File: config.mk
export PLATFORM = sky130hd
export DESIGN_NAME = cascaded_pic
export DESIGN_NICKNAME = d
export VERILOG_FILES = /design/src/pic_pkg.sv /design/src/cascaded_pic.sv
export SDC_FILE = /design/constraint.sdc
export NUM_CORES = 1
export LEC_CHECK = 0
export ABC_AREA = 1
export BUFFER_PORTS_ARGS = -buffer_cell sky130_fd_sc_hd__buf_4
export CORE_ASPECT_RATIO = 0.8
export CORE_MARGIN = 1
export CORE_UTILIZATION = 63
export CTS_CLUSTER_SIZE = 12
export DETAILED_ROUTE_END_ITERATION = 12
export PLACE_DENSITY = 0.84
export SETUP_SLACK_MARGIN = 0.3
export SYNTH_ARGS = -nofsm -noshare
export SYNTH_HDL_FRONTEND = slang
export SYNTH_SLANG_ARGS = --single-unit
export TNS_END_PERCENT = 50
File: constraint.sdc
create_clock -name clk_sys -period 11.4 [get_ports clk_sys]
set_input_delay 1.71 -clock clk_sys [delete_from_list [all_inputs] [get_ports clk_sys]]
set_output_delay 1.71 -clock clk_sys [all_outputs]
set_load 0.02 [all_outputs]
File: src/pic_pkg.sv
// Constants, bus carriers and state type of the cascaded interrupt block
package pic_pkg;
	// Register indices; byte address is four times the index
	localparam logic [7:0] IDX_MCMD = 8'h20;
	localparam logic [7:0] IDX_MDATA = 8'h21;
	localparam logic [7:0] IDX_SCMD = 8'ha0;
	localparam logic [7:0] IDX_SDATA = 8'ha1;
	localparam logic [7:0] IDX_GCTRL = 8'hd0;
	localparam logic [7:0] IDX_EDGELVL = 8'h10;
	localparam logic [7:0] IDX_PENDING = 8'h11;
	localparam logic [7:0] IDX_SERVICE = 8'h12;
	localparam logic [7:0] IDX_VEC = 8'h13;
	localparam logic [7:0] IDX_ISTAT = 8'h14;
	localparam logic [7:0] IDX_IMASK = 8'h15;
	// Field positions
	localparam int GC_KBD_LATCH = 11;
	localparam int GC_MOUSE_LATCH = 12;
	localparam logic [15:0] GC_WMASK = 16'h1800;
	localparam int INIT_BIT = 4;
	localparam int SVC_DONE_BIT = 5;
	localparam int AUTO_DONE_BIT = 1;
	localparam int EV_VECTOR = 0;
	localparam int EV_SPUR = 1;
	localparam logic [2:0] CASCADE_INPUT = 3'h2;
	localparam logic [2:0] CASCADE_CODE = 3'h2;
	localparam logic [2:0] SPURIOUS_IDX = 3'h7;
	localparam logic [15:0] FIXED_SENSE = 16'h2105;
	localparam logic [1:0] INIT_WORDS = 2'h3;
	localparam logic [1:0] RESP_OKAY = 2'h0;
	localparam logic [1:0] RESP_SLVERR = 2'h2;
	// Reset values
	localparam logic [15:0] RST_MASK = 16'hffff;
	localparam logic [15:0] RST_ELCR = 16'h0000;

	typedef enum logic [1:0] {
		ACK_IDLE,
		ACK_FIRST,
		ACK_CASCADE,
		ACK_SECOND
	} ack_state_t;

	typedef struct packed {
		logic awvalid;
		logic [11:0] awaddr;
		logic wvalid;
		logic [31:0] wdata;
		logic [3:0] wstrb;
		logic bready;
		logic arvalid;
		logic [11:0] araddr;
		logic rready;
	} axi_req_t;

	typedef struct packed {
		logic awready;
		logic wready;
		logic bvalid;
		logic [1:0] bresp;
		logic arready;
		logic rvalid;
		logic [31:0] rdata;
		logic [1:0] rresp;
	} axi_rsp_t;

	typedef struct packed {
		logic awHave;
		logic [11:0] awAddr;
		logic wHave;
		logic [31:0] wData;
		logic [3:0] wStrb;
		logic awReady;
		logic wReady;
		logic bValid;
		logic [1:0] bResp;
		logic arReady;
		logic rValid;
		logic [31:0] rData;
		logic [1:0] rResp;
		logic [15:0] pending_request_bits;
		logic [15:0] in_service_bits;
		logic [15:0] mask;
		logic [15:0] elcr;
		logic [15:0] prevLine;
		logic [15:0] genCtrl;
		logic kbdPrev;
		logic mousePrev;
		logic kbdLatch;
		logic mouseLatch;
		logic [1:0][4:0] base;
		logic [2:0] slaveId;
		logic [1:0] automatic_end_of_interrupt;
		logic [1:0][1:0] initCnt;
		ack_state_t ackState;
		logic ackPulseN;
		logic [2:0] cascadeCode;
		logic [2:0] mIdx;
		logic [2:0] sIdx;
		logic spurious;
		logic slaveHit;
		logic slaveSel;
		logic [7:0] ackVector;
		logic vectorValid;
		logic intOut;
		logic [1:0] istat;
		logic [1:0] imask;
		logic irqOut;
	} pic_state_t;

	localparam pic_state_t RST_STATE = '{
		mask: RST_MASK,
		elcr: RST_ELCR,
		slaveId: CASCADE_CODE,
		ackPulseN: 1'b1,
		ackState: ACK_IDLE,
		default: '0
	};
endpackage : pic_pkg

File: src/cascaded_pic.sv
// Two cascaded eight-input interrupt cores with acknowledge sequencer
//
// What this block does
// - Two eight-input cores; slave output feeds master input 2, fifteen levels.
// - Master 0 timer, master 2 slave, slave 0 clock, slave 5 float error.
// - Each input edge or level selectable, except levels 0, 2, 8, 13.
// - Keyboard and mouse request latching enabled by control bits 11, 12.
// - Request set by rising edge in edge mode, high level in level mode.
// - Request sets regardless of mask; masked request never raises interrupt.
// - Interrupt output active while an unmasked request not blocked by in-service is pending.
// - Acknowledging a level sets its in-service bit, clears request.
// - Each acknowledge transaction becomes two internal pulses to both cores.
// - First pulse samples requests, sets winner in-service, clears its request.
// - First pulse trailing edge: master broadcasts 3-bit select code to slave.
// - Second pulse: vector is base bits 7..3 plus input number.
// - No request left at acknowledge: master returns its input 7 vector.
// - Automatic mode clears in-service after second pulse, else on command.
// - Slave supplies the vector when the master drives the slave id, 010 after reset.
// - Input 0 highest; in-service blocks equal and lower priority requests.
// - Base port write with bit 4 starts init; three data writes follow.
//
// Our own choices: the AXI4-Lite register port and the placing of the registers.
`timescale 1ns/1ps
module cascaded_pic (
	input wire logic clk_sys,
	input wire logic sys_rst,
	input wire pic_pkg::axi_req_t axiReq,
	output pic_pkg::axi_rsp_t axiRsp,
	input wire logic timerOut0,
	input wire logic rtcIrqN,
	input wire logic floatErrorIrq,
	input wire logic [15:0] serializedIrqLine,
	input wire logic kbdPortRead,
	input wire logic pciIntAck,
	output logic processorInterruptOutput,
	output logic internalAckPulseN,
	output logic [2:0] cascadeCode,
	output logic [7:0] ackVector,
	output logic ackVectorValid,
	output logic irq
);
	pic_pkg::pic_state_t s;
	pic_pkg::pic_state_t n;
	logic [15:0] raw;
	logic [15:0] levelSel;
	logic [15:0] reqNext;
	logic [3:0] mWin;
	logic [3:0] sWin;
	logic [31:0] laneBits;
	logic [31:0] wd;
	logic [7:0] wIdx;
	logic [7:0] rIdx;
	logic wCore;
	logic wCmd;
	logic wDat;
	logic doWrite;
	logic [3:0] coreBase;

	// Highest unmasked request not blocked by an equal or higher service
	function automatic logic [3:0] pickWinner(
		input logic [7:0] req,
		input logic [7:0] msk,
		input logic [7:0] svc
	);
		logic [3:0] r;
		logic stop;
		r = 4'h0;
		stop = 1'b0;
		for (int i = 0; i < 8; i++) begin
			if (svc[i])
				stop = 1'b1;
			if (!stop && req[i] && !msk[i]) begin
				r = {1'b1, 3'(i)};
				stop = 1'b1;
			end
		end
		return r;
	endfunction : pickWinner

	// Non-specific end of interrupt drops the top-priority service bit
	function automatic logic [7:0] dropTopService(input logic [7:0] svc);
		logic [7:0] r;
		logic done;
		r = svc;
		done = 1'b0;
		for (int i = 0; i < 8; i++) begin
			if (!done && svc[i]) begin
				r[i] = 1'b0;
				done = 1'b1;
			end
		end
		return r;
	endfunction : dropTopService

	// Address decode shared by both bus directions
	function automatic logic isMapped(input logic [11:0] a);
		logic [7:0] idx;
		idx = a[9:2];
		if (a[11:10] != 2'h0 || a[1:0] != 2'h0)
			return 1'b0;
		case (idx)
			pic_pkg::IDX_MCMD, pic_pkg::IDX_MDATA,
			pic_pkg::IDX_SCMD, pic_pkg::IDX_SDATA,
			pic_pkg::IDX_GCTRL, pic_pkg::IDX_EDGELVL,
			pic_pkg::IDX_PENDING, pic_pkg::IDX_SERVICE,
			pic_pkg::IDX_VEC, pic_pkg::IDX_ISTAT,
			pic_pkg::IDX_IMASK:
				return 1'b1;
			default:
				return 1'b0;
		endcase
	endfunction : isMapped

	// Input wiring of both cores; IRQ8 pin is active low
	always_comb begin
		raw = serializedIrqLine;
		raw[0] = timerOut0;
		raw[2] = 1'b0;
		raw[8] = ~rtcIrqN;
		raw[13] = floatErrorIrq;
		if (s.genCtrl[pic_pkg::GC_KBD_LATCH])
			raw[1] = s.kbdLatch;
		if (s.genCtrl[pic_pkg::GC_MOUSE_LATCH])
			raw[12] = s.mouseLatch;
	end

	// Fixed-sense levels ignore the edge/level select
	assign levelSel = s.elcr & ~pic_pkg::FIXED_SENSE;

	// Per-input request capture, independent of the mask
	genvar g;
	for (g = 0; g < 16; g++) begin : gen_req
		assign reqNext[g] = levelSel[g] ? raw[g] :
			(s.pending_request_bits[g] | (raw[g] & ~s.prevLine[g]));
	end

	// Both cores resolve on the current state
	assign sWin = pickWinner(s.pending_request_bits[15:8], s.mask[15:8], s.in_service_bits[15:8]);
	assign mWin = pickWinner(s.pending_request_bits[7:0], s.mask[7:0], s.in_service_bits[7:0]);

	// Write strobes and decode
	always_comb begin
		for (int i = 0; i < 4; i++)
			laneBits[8*i +: 8] = {8{s.wStrb[i]}};
		wd = s.wData & laneBits;
		wIdx = s.awAddr[9:2];
		rIdx = axiReq.araddr[9:2];
		wCore = (wIdx == pic_pkg::IDX_SCMD) || (wIdx == pic_pkg::IDX_SDATA);
		wCmd = (wIdx == pic_pkg::IDX_MCMD) || (wIdx == pic_pkg::IDX_SCMD);
		wDat = (wIdx == pic_pkg::IDX_MDATA) || (wIdx == pic_pkg::IDX_SDATA);
		doWrite = s.awHave && s.wHave && !s.bValid && isMapped(s.awAddr);
		coreBase = {wCore, 3'h0};
	end

	// Next-state logic; later assignments win, so hardware sets come last
	always_comb begin
		n = s;
		// Request capture; cascade input follows slave output level
		n.prevLine = raw;
		n.pending_request_bits = reqNext;
		n.pending_request_bits[pic_pkg::CASCADE_INPUT] = sWin[3];
		n.intOut = mWin[3];

		// Keyboard and mouse latches, cleared by the data port read
		n.kbdPrev = serializedIrqLine[1];
		n.mousePrev = serializedIrqLine[12];
		if (kbdPortRead) begin
			n.kbdLatch = 1'b0;
			n.mouseLatch = 1'b0;
		end
		if (serializedIrqLine[1] && !s.kbdPrev)
			n.kbdLatch = 1'b1;
		if (serializedIrqLine[12] && !s.mousePrev)
			n.mouseLatch = 1'b1;

		// Write address and data taken in either order
		if (axiReq.awvalid && s.awReady) begin
			n.awHave = 1'b1;
			n.awAddr = axiReq.awaddr;
		end
		if (axiReq.wvalid && s.wReady) begin
			n.wHave = 1'b1;
			n.wData = axiReq.wdata;
			n.wStrb = axiReq.wstrb;
		end
		if (s.bValid && axiReq.bready)
			n.bValid = 1'b0;
		if (s.awHave && s.wHave && !s.bValid) begin
			n.awHave = 1'b0;
			n.wHave = 1'b0;
			n.bValid = 1'b1;
			n.bResp = isMapped(s.awAddr) ? pic_pkg::RESP_OKAY :
				pic_pkg::RESP_SLVERR;
		end

		// Command port: init start or non-specific end of interrupt
		if (doWrite && wCmd && s.wStrb[0]) begin
			if (wd[pic_pkg::INIT_BIT]) begin
				n.initCnt[wCore] = pic_pkg::INIT_WORDS;
				n.mask[coreBase +: 8] = 8'h00;
				n.in_service_bits[coreBase +: 8] = 8'h00;
			end else if (wd[pic_pkg::SVC_DONE_BIT]) begin
				n.in_service_bits[coreBase +: 8] =
					dropTopService(s.in_service_bits[coreBase +: 8]);
			end
		end

		// Data port: three init words, otherwise the mask
		if (doWrite && wDat && s.wStrb[0]) begin
			case (s.initCnt[wCore])
				2'h3: n.base[wCore] = wd[7:3];
				2'h2: begin
					if (wCore)
						n.slaveId = wd[2:0];
				end
				2'h1: n.automatic_end_of_interrupt[wCore] = wd[pic_pkg::AUTO_DONE_BIT];
				default: n.mask[coreBase +: 8] = wd[7:0];
			endcase
			if (s.initCnt[wCore] != 2'h0)
				n.initCnt[wCore] = s.initCnt[wCore] - 2'h1;
		end

		// Control, sense select and interrupt registers
		if (doWrite) begin
			case (wIdx)
				pic_pkg::IDX_GCTRL:
					n.genCtrl = (s.genCtrl & ~laneBits[15:0]) |
						(wd[15:0] & pic_pkg::GC_WMASK);
				pic_pkg::IDX_EDGELVL:
					n.elcr = (s.elcr & ~laneBits[15:0]) | wd[15:0];
				pic_pkg::IDX_ISTAT:
					n.istat = s.istat & ~wd[1:0];
				pic_pkg::IDX_IMASK:
					n.imask = (s.imask & ~laneBits[1:0]) | wd[1:0];
				default: ;
			endcase
		end

		// Acknowledge sequencer: one transaction, two internal pulses
		case (s.ackState)
			pic_pkg::ACK_IDLE: begin
				if (pciIntAck) begin
					n.ackState = pic_pkg::ACK_FIRST;
					n.ackPulseN = 1'b0;
				end
			end
			pic_pkg::ACK_FIRST: begin
				// Winners taken from this frozen snapshot
				n.ackPulseN = 1'b1;
				n.ackState = pic_pkg::ACK_CASCADE;
				n.spurious = !mWin[3];
				n.mIdx = mWin[3] ? mWin[2:0] : pic_pkg::SPURIOUS_IDX;
				n.cascadeCode = mWin[3] ? mWin[2:0] :
					pic_pkg::SPURIOUS_IDX;
				n.sIdx = sWin[3] ? sWin[2:0] : pic_pkg::SPURIOUS_IDX;
				n.slaveHit = 1'b0;
				if (mWin[3]) begin
					n.in_service_bits[mWin[2:0]] = 1'b1;
					n.pending_request_bits[mWin[2:0]] = 1'b0;
				end
				if (mWin[3] && mWin[2:0] == pic_pkg::CASCADE_INPUT &&
					sWin[3]) begin
					n.slaveHit = 1'b1;
					n.in_service_bits[{1'b1, sWin[2:0]}] = 1'b1;
					n.pending_request_bits[{1'b1, sWin[2:0]}] = 1'b0;
				end
			end
			pic_pkg::ACK_CASCADE: begin
				// Slave compares the broadcast code with its id
				n.ackPulseN = 1'b0;
				n.ackState = pic_pkg::ACK_SECOND;
				n.slaveSel = !s.spurious &&
					(s.cascadeCode == s.slaveId);
				n.ackVector = n.slaveSel ? {s.base[1], s.sIdx} :
					{s.base[0], s.mIdx};
				n.vectorValid = 1'b1;
				n.istat[pic_pkg::EV_VECTOR] = 1'b1;
				if (s.spurious)
					n.istat[pic_pkg::EV_SPUR] = 1'b1;
			end
			pic_pkg::ACK_SECOND: begin
				// Automatic end of interrupt at the second pulse end
				n.ackPulseN = 1'b1;
				n.vectorValid = 1'b0;
				n.ackState = pic_pkg::ACK_IDLE;
				if (s.automatic_end_of_interrupt[0] && !s.spurious)
					n.in_service_bits[s.mIdx] = 1'b0;
				if (s.automatic_end_of_interrupt[1] && s.slaveSel && s.slaveHit)
					n.in_service_bits[{1'b1, s.sIdx}] = 1'b0;
			end
			default: n.ackState = pic_pkg::ACK_IDLE;
		endcase
		n.irqOut = |(n.istat & n.imask);

		// Read channel; one read outstanding
		if (s.rValid && axiReq.rready)
			n.rValid = 1'b0;
		if (axiReq.arvalid && s.arReady) begin
			n.rValid = 1'b1;
			n.rResp = isMapped(axiReq.araddr) ? pic_pkg::RESP_OKAY :
				pic_pkg::RESP_SLVERR;
			n.rData = 32'h0;
			if (isMapped(axiReq.araddr)) begin
				case (rIdx)
					pic_pkg::IDX_MCMD: n.rData = 32'(s.pending_request_bits[7:0]);
					pic_pkg::IDX_MDATA: n.rData = 32'(s.mask[7:0]);
					pic_pkg::IDX_SCMD: n.rData = 32'(s.pending_request_bits[15:8]);
					pic_pkg::IDX_SDATA: n.rData = 32'(s.mask[15:8]);
					pic_pkg::IDX_GCTRL: n.rData = 32'(s.genCtrl);
					pic_pkg::IDX_EDGELVL: n.rData = 32'(s.elcr);
					pic_pkg::IDX_PENDING: n.rData = 32'(s.pending_request_bits);
					pic_pkg::IDX_SERVICE: n.rData = 32'(s.in_service_bits);
					pic_pkg::IDX_VEC: n.rData = 32'(s.ackVector);
					pic_pkg::IDX_ISTAT: n.rData = 32'(s.istat);
					pic_pkg::IDX_IMASK: n.rData = 32'(s.imask);
					default: n.rData = 32'h0;
				endcase
			end
		end

		// Readies drop while a transfer is held, so nothing is lost
		n.awReady = !n.awHave && !n.bValid;
		n.wReady = !n.wHave && !n.bValid;
		n.arReady = !n.rValid;
	end

	// Single state register
	always_ff @(posedge clk_sys or posedge sys_rst) begin
		if (sys_rst)
			s <= pic_pkg::RST_STATE;
		else
			s <= n;
	end

	// All outputs taken straight from the state register
	assign axiRsp.awready = s.awReady;
	assign axiRsp.wready = s.wReady;
	assign axiRsp.bvalid = s.bValid;
	assign axiRsp.bresp = s.bResp;
	assign axiRsp.arready = s.arReady;
	assign axiRsp.rvalid = s.rValid;
	assign axiRsp.rdata = s.rData;
	assign axiRsp.rresp = s.rResp;
	assign processorInterruptOutput = s.intOut;
	assign internalAckPulseN = s.ackPulseN;
	assign cascadeCode = s.cascadeCode;
	assign ackVector = s.ackVector;
	assign ackVectorValid = s.vectorValid;
	assign irq = s.irqOut;
endmodule : cascaded_pic

==> reports/qor.csv <==
stage;metric;value;unit
clock_network;clock-root-buffer;clkbuf_16;
timing;finalHoldViolCount;0;
cells_and_area;final_common_cell;nand2_1;
clock_network;htreeDepth;4;
die;rows;41;
cells_and_area;fillCellCount;1260;
grt;grt.total_usage;34.5;%
cells_and_area;layout_common_cells;nand2_1 (318), inv_1 (193), dfrtp_1 (182);
clock_network;cts_resized;0;
timing;finClkSkew;0.00820;ns
outcome;outcome;completed;
worst_hold_path;min-delay-start;s[51];
cells_and_area;ff_latch_area;5030;sq um
die;core-area;16000;sq um
synthesis;ys.warnings.count;0;
synthesis;seq_area_frac_synth;48.4;%
critical_path;cp_slowest_stage_delay;0.61;ns
clock_network;cts_hold_buffers;0;
die;fp.dieArea;17000;sq um
power_and_ir_drop;ir_worst_vdd;133;uV
grt;grt.overflow.total;0;
die;die_w;146;um
cells_and_area;insertedDiodeCount;0;
critical_path;cp-start-kind;primary input;
placed_design;hpwl;21.2;mm
timing;tightest_slew;0.993;ns
run;max_cap_violations;0;
critical_path;cp.arrival;3.85;ns
clock_network;cts_tree;built;
detailed_routing;via_per_inst;5.77;
power_and_ir_drop;powerDensity;178;nW/um^2
timing;fin_crit_sh;30.4;%
synthesis;synth_cell_types;47;
timing;clock.fmax;288;MHz
placed_design;portBuffers;103;
critical_path;cp_cell_sequence;buf_4 > inv_1 > nand4_1 > inv_1 > nand4_1 > nand2_1 > a21oi_1 > nand4_1 > nand2_2 > inv_2 > nand2_1 > nand2_1;
clock_network;clkSinkCount;200;
synthesis;synth_edf_count;0;
timing;rsz0062_at_grt;no;
critical_path;r2r_cells;12;
clock_network;clk_path_buf_depth;2;
worst_hold_path;worstHoldPathType;flop to flop;
critical_path;crit_type;primary input to flop;
power_and_ir_drop;fin_total_pwr;2.07;mW
detailed_routing;drtIter0Drc;939;
detailed_routing;vias;9190;
critical_path;worstSetupStartpoint;axiReq[10];
detailed_routing;first_pass_iters;7;
cells_and_area;fin_util;72.8;%
synthesis;ys.flop_type;dfrtp_1;
critical_path;cp_max_fo;15;
grt;antenna_found_initial;0;
timing;relSlewSlack;33.8;%
detailed_routing;wl_per_cell;17.9;um
placed_design;gp_congestion;0.988;
critical_path;crit_slowest_cell;nand4_1;
clock_network;clk_pin_slew;0.08;ns
die;ioPinCount;144;
grt;grt_pass1_vias;8408;
die;die_h;117;um
timing;fin_setup_tns;0;ns
synthesis;synth_area;10400;sq um
grt;grt_pass1_wl;44.2;mm
detailed_routing;postRouteAntennaNets;0;
synthesis;synth.ff_latch_count;200;
detailed_routing;post-route-drc-count;0;
clock_network;cts_buffers;17;
die;start_util;65.2;%
worst_hold_path;holdPathStages;1;
cells_and_area;multi_input_area;4160;sq um
critical_path;end_kind;flop;
cells_and_area;finalNetCount;1463;
detailed_routing;wirelength;28.5;mm
clock_network;clock_latency;0.44;ns
timing;drv_slew;0;
cells_and_area;area_delta_synth_final;11.7;%
power_and_ir_drop;leakage;6.06;nW
timing;finalSetupViolCount;0;
grt;grt_max_degree;123;
cells_and_area;layout-drive-gt1-share;15.8;%
critical_path;r2r-start;s[229];
critical_path;crit_required;11.78;ns
clock_network;post_cts_buffers;0;
timing;period_minus_slack;3.47;ns
synthesis;synthArstFlopShare;100;%
synthesis;syn_inst;1300;
synthesis;syn_avg_cell_area;8.00;sq um
-- registers in the layout, summed over array words and instances, names as in the netlist, named ones only --
name,count
s,142
ackVector,8
irq,1
laneBits,2
reqNext,1
ackVectorValid,1
processorInterruptOutput,1
internalAckPulseN,1
axiRsp,23
-- cells in the mapped netlist (2+ instances only) --
library cell	n	area (sq um)
nand4_1	25	156
nand2_2	7	43.8
buf_2	5	25.0
buf_4	55	413
nand3_2	9	90.1
nor2_2	9	56.3
nor4_1	3	18.8
nand3b_1	3	22.5
nand2_1	318	1190
o21a_1	2	15.0
o31ai_1	2	15.0
nor3_1	23	115
inv_1	194	728
o22ai_1	34	213
nor2_1	100	375
o21ai_0	115	576
nand2_4	2	22.5
nand4_2	2	25.0
or2_2	3	18.8
a31oi_1	5	31.3
a22oi_1	5	37.5
a21oi_1	37	185
o21bai_1	2	15.0
nor3_4	2	32.5
clkbuf_1	12	45.0
dfstp_2	18	473
o211ai_1	2	15.0
inv_2	4	15.0
nand3_1	62	310
dfrtp_1	182	4550
buf_6	4	45.0
o21ai_1	9	45.0
nor2_4	2	22.5
nand3_4	4	70.1
a211oi_1	4	30.0
o21ai_2	15	131
ha_1	10	125
-- cell type report --
class                           count  area share, %
Clock buffer                       17           3.66
Tap cell                          215           2.32
Clock inverter                     15           1.67
Inverter                          199           6.50
Timing Repair Buffer              105           6.79
Sequential cell                   200           43.3
Multi-Input combinational cell    842           35.8
-- where the power goes --
part | internal [mW] | total (mW) | switching (mW)
Combinational | 0.156 | 0.531 | 0.375
Sequential | 0.814 | 0.899 | 0.0857
Clock | 0.351 | 0.643 | 0.292
-- cells by family after synthesis --
group / after synthesis / share of synthesized area (%)
buffers and inverters: 275 / 12.3
DFF: 200 / 48.4
adders and majority gates: 10 / 1.20
xor gates and xnor gates: 1 / 0.0843
AOI/OAI and AO/OA: 234 / 12.8
and+or+nand+nor: 579 / 25.3
other: 1 / 0.0361
-- critical path: cells and delay by family --
family	cells	cell delay, ns
AOI/OAI and AO/OA	1	0.08
and+or+nand+nor	7	1.40
buffers and inverters	4	0.64
-- through the flow --
stage	hold WS (ns)	setup slack, ns	instances	area (sq um)
after floorplan	0.399	4.27	1317	10500
after global placement	0.407	7.59	1561	11000
after detailed placement	0.427	7.54	1561	11000
after CTS	0.438	7.99	1593	11600
after global routing	0.462	7.77	1593	11600
final	0.437	7.93	1593	11600
-- metal layers --
metal	track usage (%)	part of all wire [%]	vias to the layer above
li1	-	-	4258
met4	10.1	2.5	0
met3	6.78	9.5	73
met2	53.4	44	472
met5	0	0	-
met1	49.9	44	4387
-- final timing paths --
check,endpoint,slack (ns)
min,s[49],0.44
min in group asynchronous,s[235],1.42
max in group asynchronous,s[17],8.47
max,axiRsp[14],7.93
max reg2reg,s[101],8.29
min reg2reg,s[49],0.44
No activity file was read; power rests on OpenSTA's default activity.
